$ cat src/exec_pkg.sv
// shared constants and types for the instruction subset execution unit
// assumes a single core clock; all users import the whole package
`default_nettype none

package exec_pkg;

   // ----------------------------------------------------------------
   // widths
   // ----------------------------------------------------------------
   localparam int FILE_ADDR_W = 7;
   localparam int DATA_W = 8;
   localparam int PC_W = 13;
   localparam int FILE_DEPTH = 128;

   // ----------------------------------------------------------------
   // reset values and encodings
   // ----------------------------------------------------------------
   localparam logic [7:0] ACC_RESET = 8'h00;
   localparam logic [12:0] PC_RESET = 13'h0000;
   localparam logic FLAG_RESET = 1'b0;
   localparam logic GIE_RESET = 1'b0;
   localparam logic TARGET_ACC = 1'b0;
   localparam logic TARGET_FILE = 1'b1;
   localparam logic [7:0] ONE_BYTE = 8'h01;
   localparam logic [7:0] ZERO_BYTE = 8'h00;
   localparam logic [12:0] PC_STEP = 13'h0001;

   // ----------------------------------------------------------------
   // operations and sequencer states
   // ----------------------------------------------------------------
   typedef enum logic [3:0] {
      nop_op,
      increment_file_op,
      or_w_file_op,
      copy_file_op,
      load_literal_op,
      store_w_op,
      interrupt_return_op,
      literal_return_op,
      rotate_left_carry_op
   } op_type;

   typedef enum logic {
      run_state,
      flush_state
   } exec_state_type;

endpackage

`default_nettype wire

$ cat src/file_port_if.sv
// port between the execution core and the file-register store
// assumes read is combinational and write lands on the clock edge
`default_nettype none

interface file_port_if;
   import exec_pkg::*;
   logic [FILE_ADDR_W-1:0] raddr;
   logic [DATA_W-1:0] rdata;
   logic we;
   logic [FILE_ADDR_W-1:0] waddr;
   logic [DATA_W-1:0] wdata;

   modport core (output raddr, output we, output waddr, output wdata, input rdata);
   modport store (input raddr, input we, input waddr, input wdata, output rdata);
endinterface

`default_nettype wire

$ cat src/file_reg_store.sv
// file-register space of 128 bytes
// assumes write enable and address come from logic on the same clock
`default_nettype none

module file_reg_store
   import exec_pkg::*;
#(
   parameter int DEPTH = FILE_DEPTH
) (
   // clock
   input wire logic clk_i,
   // core side
   file_port_if.store port
);

   logic [DATA_W-1:0] mem [DEPTH];

   // ----------------------------------------------------------------
   // storage
   // ----------------------------------------------------------------
   always_ff @(posedge clk_i) begin
      if (port.we) begin
         mem[port.waddr] <= port.wdata;
      end
   end

   assign port.rdata = mem[port.raddr];

endmodule // file_reg_store

`default_nettype wire

$ cat src/mcu_instruction_subset_exec.sv
// execution unit for a subset of an 8-bit controller instruction set
// assumes decoded operations arrive on the core clock with their operands
//
// How it works
// - file operand is a 7-bit address 0..127; destination is one bit
// - destination bit 0 writes accumulator, 1 writes the file register back
// - increment adds one to the file register, zero flag follows result
// - OR of accumulator and file register to destination, zero flag updated
// - copy passes file register to destination and updates zero flag
// - load literal puts 8-bit immediate in accumulator, flags untouched
// - store copies accumulator into file register, flags untouched
// - interrupt return pops stack into program counter and sets irq enable
// - literal return loads immediate into accumulator, pops stack into pc
// - literal return takes two instruction cycles
// - rotate left through carry: old carry to bit 0, bit 7 to carry
`default_nettype none

module mcu_instruction_subset_exec
   import exec_pkg::*;
(
   // clock and reset
   input wire logic mclk_i,
   input wire logic resetn_i,
   // instruction
   input wire logic instr_valid_i,
   input wire op_type op_i,
   input wire logic [FILE_ADDR_W-1:0] file_addr_i,
   input wire logic target_i,
   input wire logic [DATA_W-1:0] literal_i,
   // return stack and interrupt entry
   input wire logic [PC_W-1:0] stack_top_i,
   input wire logic irq_accept_i,
   // status
   output logic ready_o,
   output logic retire_o,
   output logic stack_pop_o,
   output logic [PC_W-1:0] pc_o,
   output logic [DATA_W-1:0] acc_o,
   output logic null_result_flag_o,
   output logic carry_flag_o,
   output logic global_irq_enable_o
);

   // ----------------------------------------------------------------
   // reset release
   // ----------------------------------------------------------------
   logic rst_sync1_r;
   logic rst_sync2_r;
   logic rst_n;

   always_ff @(posedge mclk_i or negedge resetn_i) begin
      if (!resetn_i) begin
         rst_sync1_r <= 1'b0;
         rst_sync2_r <= 1'b0;
      end else begin
         rst_sync1_r <= 1'b1;
         rst_sync2_r <= rst_sync1_r;
      end
   end

   assign rst_n = rst_sync2_r;

   // ----------------------------------------------------------------
   // file-register store
   // ----------------------------------------------------------------
   file_port_if fport ();

   file_reg_store #(
      .DEPTH(FILE_DEPTH)
   ) u_store (
      .clk_i(mclk_i),
      .port(fport.store)
   );

   // ----------------------------------------------------------------
   // operand fetch and result
   // ----------------------------------------------------------------
   exec_state_type state_r;
   logic take;
   logic [DATA_W-1:0] fdata;
   logic [DATA_W-1:0] result_nxt;
   logic dest_op;
   logic is_return;

   // ready_o low in reset, first cycle after it and the flush cycle: no file write then
   assign take = instr_valid_i && ready_o && (state_r == run_state);
   assign fdata = fport.rdata;
   assign is_return = (op_i == interrupt_return_op) || (op_i == literal_return_op);

   always_comb begin
      result_nxt = ZERO_BYTE;
      dest_op = 1'b0;
      unique case (op_i)
         increment_file_op: begin
            result_nxt = fdata + ONE_BYTE;
            dest_op = 1'b1;
         end
         or_w_file_op: begin
            result_nxt = acc_o | fdata;
            dest_op = 1'b1;
         end
         copy_file_op: begin
            result_nxt = fdata;
            dest_op = 1'b1;
         end
         rotate_left_carry_op: begin
            result_nxt = {fdata[DATA_W-2:0], carry_flag_o};
            dest_op = 1'b1;
         end
         nop_op, load_literal_op, store_w_op, interrupt_return_op, literal_return_op: begin
            result_nxt = ZERO_BYTE;
         end
         default: begin
            result_nxt = ZERO_BYTE;
         end
      endcase
   end

   assign fport.raddr = file_addr_i;
   assign fport.waddr = file_addr_i;
   assign fport.we = take && ((dest_op && target_i == TARGET_FILE) || op_i == store_w_op);
   assign fport.wdata = (op_i == store_w_op) ? acc_o : result_nxt;

   // ----------------------------------------------------------------
   // sequencer
   // ----------------------------------------------------------------
   always_ff @(posedge mclk_i or negedge rst_n) begin
      if (!rst_n) begin
         state_r <= run_state;
         ready_o <= 1'b0;
         retire_o <= 1'b0;
      end else begin
         unique case (state_r)
            run_state: begin
               ready_o <= 1'b1;
               retire_o <= 1'b0;
               if (take && op_i == literal_return_op) begin
                  state_r <= flush_state;
                  ready_o <= 1'b0;
               end else if (take) begin
                  retire_o <= 1'b1;
               end
            end
            flush_state: begin
               state_r <= run_state;
               ready_o <= 1'b1;
               retire_o <= 1'b1;
            end
         endcase
      end
   end

   // ----------------------------------------------------------------
   // accumulator
   // ----------------------------------------------------------------
   always_ff @(posedge mclk_i or negedge rst_n) begin
      if (!rst_n) begin
         acc_o <= ACC_RESET;
      end else if (take) begin
         if (op_i == load_literal_op || op_i == literal_return_op) begin
            acc_o <= literal_i;
         end else if (dest_op && target_i == TARGET_ACC) begin
            acc_o <= result_nxt;
         end
      end
   end

   // ----------------------------------------------------------------
   // status flags
   // ----------------------------------------------------------------
   always_ff @(posedge mclk_i or negedge rst_n) begin
      if (!rst_n) begin
         null_result_flag_o <= FLAG_RESET;
      end else if (take && (op_i == increment_file_op || op_i == or_w_file_op || op_i == copy_file_op)) begin
         null_result_flag_o <= (result_nxt == ZERO_BYTE);
      end
   end

   always_ff @(posedge mclk_i or negedge rst_n) begin
      if (!rst_n) begin
         carry_flag_o <= FLAG_RESET;
      end else if (take && op_i == rotate_left_carry_op) begin
         carry_flag_o <= fdata[DATA_W-1];
      end
   end

   // set beats interrupt entry clearing in the same cycle
   always_ff @(posedge mclk_i or negedge rst_n) begin
      if (!rst_n) begin
         global_irq_enable_o <= GIE_RESET;
      end else if (take && op_i == interrupt_return_op) begin
         global_irq_enable_o <= 1'b1;
      end else if (irq_accept_i) begin
         global_irq_enable_o <= 1'b0;
      end
   end

   // ----------------------------------------------------------------
   // program counter and stack pop
   // ----------------------------------------------------------------
   always_ff @(posedge mclk_i or negedge rst_n) begin
      if (!rst_n) begin
         pc_o <= PC_RESET;
         stack_pop_o <= 1'b0;
      end else begin
         stack_pop_o <= take && is_return;
         if (take && is_return) begin
            pc_o <= stack_top_i;
         end else if (take) begin
            pc_o <= pc_o + PC_STEP;
         end
      end
   end
endmodule // mcu_instruction_subset_exec

`default_nettype wire

$ cat config.mk
export PLATFORM = sky130hd
export DESIGN_NAME = mcu_instruction_subset_exec
export DESIGN_NICKNAME = d
export VERILOG_FILES = /design/src/exec_pkg.sv /design/src/file_port_if.sv /design/src/file_reg_store.sv /design/src/mcu_instruction_subset_exec.sv
export SDC_FILE = /design/constraint.sdc
export NUM_CORES = 1
export LEC_CHECK = 0
export BUFFER_PORTS_ARGS = -buffer_cell sky130_fd_sc_hd__buf_4
export CORE_ASPECT_RATIO = 0.75
export CORE_MARGIN = 2
export CORE_UTILIZATION = 40
export CTS_CLUSTER_DIAMETER = 60
export CTS_CLUSTER_SIZE = 28
export DETAILED_ROUTE_END_ITERATION = 7
export GPL_ROUTABILITY_DRIVEN = 1
export PLACE_DENSITY = 0.56
export SLEW_MARGIN = 20
export SYNTH_ARGS = -nofsm -noshare
export SYNTH_HDL_FRONTEND = slang
export SYNTH_SLANG_ARGS = --single-unit
$ cat constraint.sdc
create_clock -name mclk_i -period 2.3 [get_ports mclk_i]
set_clock_uncertainty 0.2 [all_clocks]
set_input_delay 0.115 -clock mclk_i [delete_from_list [all_inputs] [get_ports mclk_i]]
set_output_delay 0.115 -clock mclk_i [all_outputs]
set_load 0.05 [all_outputs]
==> impl_metrics.env <==
export IMPL_status="complete, but fails checks"
export IMPL_failed_checks="setup timing"
export IMPL_synth_cell_types=82
export IMPL_die_w_um=378.9
export IMPL_grt_start_max_net_pins=69
export IMPL_layout_drive_gt1_share_pct=33.43
export IMPL_antenna_left=0
export IMPL_first_global_vias=25930
export IMPL_cp_slowest_cell="a211o_1"
export IMPL_clock_tree_htree_level_count=2
export IMPL_layout_filler_cells=8643
export IMPL_fp_dieH_um=285.2
export IMPL_postSynthRegisterBits=1054
export IMPL_post_synth_inst_count=2410
export IMPL_setup_worst_path_class="flip-flop to flip-flop"
export IMPL_io_pins=64
export IMPL_synth_area_leader_cell="edfxtp_1"
export IMPL_vias=27120
export IMPL_maxClockFrequency_ghz=0.2466
export IMPL_core_sq_um=104900
export IMPL_multi_input_area_sq_um=10090
export IMPL_area_enclosed_by_the_die_boundary_sq_um=108100
export IMPL_place_detailed_hpwl_um=90750
export IMPL_timing_final_hold_violations=0
export IMPL_ctsLongestPathBuffers=3
export IMPL_critical_path_n_buffers_inverters=4
export IMPL_first_pass_grt_wire_length_um=189500
export IMPL_ys_dominant_reg_cell="edfxtp_1"
export IMPL_synth_top_cells_by_area="edfxtp_1, mux4_2, dfrtp_1"
export IMPL_worstSetupEndpointType="flip-flop"
export IMPL_critical_path_peak_fanout=5
export IMPL_p_leak_nw=17.97
export IMPL_asyncSetResetFlopFracSynth_pct=2.846
export IMPL_setup_violations_final=1607
export IMPL_area_sequential_sq_um=31500
export IMPL_worst_hold_path_class="input pin to flip-flop"
export IMPL_drv_cap=0
export IMPL_cp_arrival_ns=4.27
export IMPL_antennaDiodeCount=0
export IMPL_routedWlPerCell_um=30.59
export IMPL_clkTransAtPathRegs_ns=0.10
export IMPL_initial_utilization_pct=40.20
export IMPL_rsz_0062_raised_after_global_routing="yes"
export IMPL_clockRootBuffer="clkbuf_16"
export IMPL_firstDrtPassIters=6
export IMPL_clkSinkCount=1054
export IMPL_routed_wl_um=138000
export IMPL_number_of_synthesized_flops_with_an_enable_pin=1024
export IMPL_num_rows=103
export IMPL_grt_usage_pct=24.37
export IMPL_p_total_mw=38.97
export IMPL_number_of_antenna_violations_at_the_first_check_in_global_routing=7
export IMPL_area_growth_synth_to_final_pct=24.56
export IMPL_final_clock_period_utilization_by_the_worst_path_pct=176.3
export IMPL_grt_ovfl_total=0
export IMPL_timing_max_transition_violations_final=0
export IMPL_tritoncts_clock_tree="built"
export IMPL_finish_net_count=3093
export IMPL_vias_per_cell=6.013
export IMPL_critical_path_required_ns=2.52
export IMPL_sequence_of_cells_on_the_critical_path="mux2_2 > a221o_1 > a221o_1 > o211ai_1 > a41oi_2 > a211o_1 > o211ai_1 > buf_4 > o31ai_4 > a221oi_4 > a21oi_4 > buf_12 > clkbuf_16 > buf_16"
export IMPL_seq_area_frac_synth_pct=74.70
export IMPL_p_per_area_nw_per_um2=741.9
export IMPL_layout_setup_ws_ns=-1.755
export IMPL_post_synth_cell_area_avg_sq_um=17.50
export IMPL_drt_iter0_drc=4065
export IMPL_synthesis_area_sq_um=42170
export IMPL_post_route_min_period_ns=4.055
export IMPL_synth_largest_type_area_fraction_pct=72.92
export IMPL_critPathLaunchType="flip-flop"
export IMPL_critical_path_top_delay_family="compound AO/OA/AOI/OAI gates"
export IMPL_relSlewSlack_pct=25.51
export IMPL_synth_yosys_warnings=0
export IMPL_critical_path_max_stage_delay_ns=0.38
export IMPL_timing_worst_slew_pin_value_ns=1.113
export IMPL_final_core_utilization_pct=50.07
export IMPL_io_buffer_count=63
export IMPL_mappedNetlistNets=2449
export IMPL_cts_made_buffers=55
export IMPL_gp_routability_congestion=0.9182
export IMPL_clock_insertion_delay_worst_skew_ns=0.69
export IMPL_remaining_drcs=0
export IMPL_power_ir_vdd_worst_mv=0.6801
==> worst register-to-register path: cells and delay by family (launching register included) <==
family / cells / cell delay [ns]
mux: 1 / 0.26
compound gates: 9 / 2.29
buf+inv: 4 / 0.65
flops: 1 / 0.37
==> path summary, 6_finish.rpt <==
kind                       slack (ns)          startpoint  depth (start not counted)                  to
max                             -1.75  u_store.mem[89][3]                         14  u_store.mem[62][7]
min                              0.06       instr_valid_i                          6             pc_o[8]
max reg2reg                     -1.75  u_store.mem[89][3]                         14  u_store.mem[62][7]
min reg2reg                      0.07               rst_n                          1            acc_o[5]
max in group asynchronous        1.52               rst_n                          1             pc_o[9]
min in group asynchronous        0.07               rst_n                          1            acc_o[5]
==> through the flow <==
stage          hold WS (ns)  worst slack (ns)  area, sq um  cells  TNS [ns]
5_1_grt             0.08310            -1.815        52530   4510  -1898.07
6_report            0.05628            -1.755        52530   4510  -1771.48
3_5_place_dp        -0.3014            -2.373        49040   4320  -2391.66
2_1_floorplan       -0.3806            -2.164        42340   2410  -2501.25
3_3_place_gp        -0.3028            -2.310        49040   4320  -2359.99
4_1_cts            0.009894            -1.661        51640   4471  -1717.18
==> flip-flops by register name (all words and copies together), names as in the netlist <==
register	cells
state_r	1
stack_pop_o	1
global_irq_enable_o	1
retire_o	1
pc_o	13
rst_n	1
ready_o	1
u_store.mem	1024
acc_o	8
null_result_flag_o	1
rst_sync1_r	1
carry_flag_o	1
==> power by group <==
group	leakage [nW]	total, mW	switching [mW]	internal, mW
Sequential	9.76	21.7	0.157	21.6
Combinational	7.27	5.33	3.19	2.14
Clock	0.932	11.9	6.82	5.11
==> cells in the mapped netlist (16+ instances only) <==
cell type,count
buf_4,23
dfrtp_1,30
buf_2,57
mux2_2,56
a31oi_1,24
a22oi_1,64
clkbuf_1,60
nand3_1,27
nor2b_1,20
mux2i_1,62
a21oi_1,98
o21ai_0,56
nor3_1,16
a221oi_1,81
mux4_2,135
nor2_1,196
edfxtp_1,1024
o22ai_1,24
nand2_1,114
==> area by class of cell <==
type	count	share of cell area, %
Tap cell	1417	3.375
Inverter	15	0.1096
Clock buffer	60	2.734
Multi-Input combinational cell	1180	19.21
Clock inverter	36	0.9385
Sequential cell	1054	59.97
Timing Repair Buffer	748	13.67
==> timing repair <==
action,CTS,global route
gates resized for setup,19,42
setup endpoints to repair,1556,1739
gates cloned,1,25
hold buffers,51,0
buffers inserted,3,15
pin swaps,7,12
endpoints found under the hold margin,32,0
==> placed cells by master (no fill, tap or decap), types with 10 or more instances in the layout <==
cell type      instances
nand2_1              113
dfrtp_1               30
dlygate4sd3_1         51
nor2b_1               14
o211ai_1              10
a21oi_1               89
a22oi_1               64
a221oi_1              79
buf_12                77
mux4_2               135
o22a_1                11
edfxtp_1            1024
a31oi_1               22
nor3_1                16
a22o_1                13
o22ai_1               23
buf_4                585
clkbuf_16             72
nand3_1               25
o21ai_0               55
a221o_1               12
mux2_2                55
mux2i_1               61
and3_1                10
nor2_1               192
inv_1                 11
==> layer usage <==
layer	part of all wire (%)	GRT usage, %	up-vias
met2	44	35.64	1701
li1	-	-	11100
met1	42	37.83	14100
met5	0.035	0	-
met4	2.6	5.010	8
met3	12	4.777	204
==> cells by family after synthesis <==
logic type	count (synthesis)	share of synthesized area [%]
simple gates	442	4.723
other cells	1	0.008892
flops	1054	74.70
fa+ha+maj	2	0.05933
compound gates	479	8.109
xor+xnor	2	0.04155
buf+inv	176	2.157
mux	254	10.20
No activity file was read; power rests on OpenSTA's default activity.
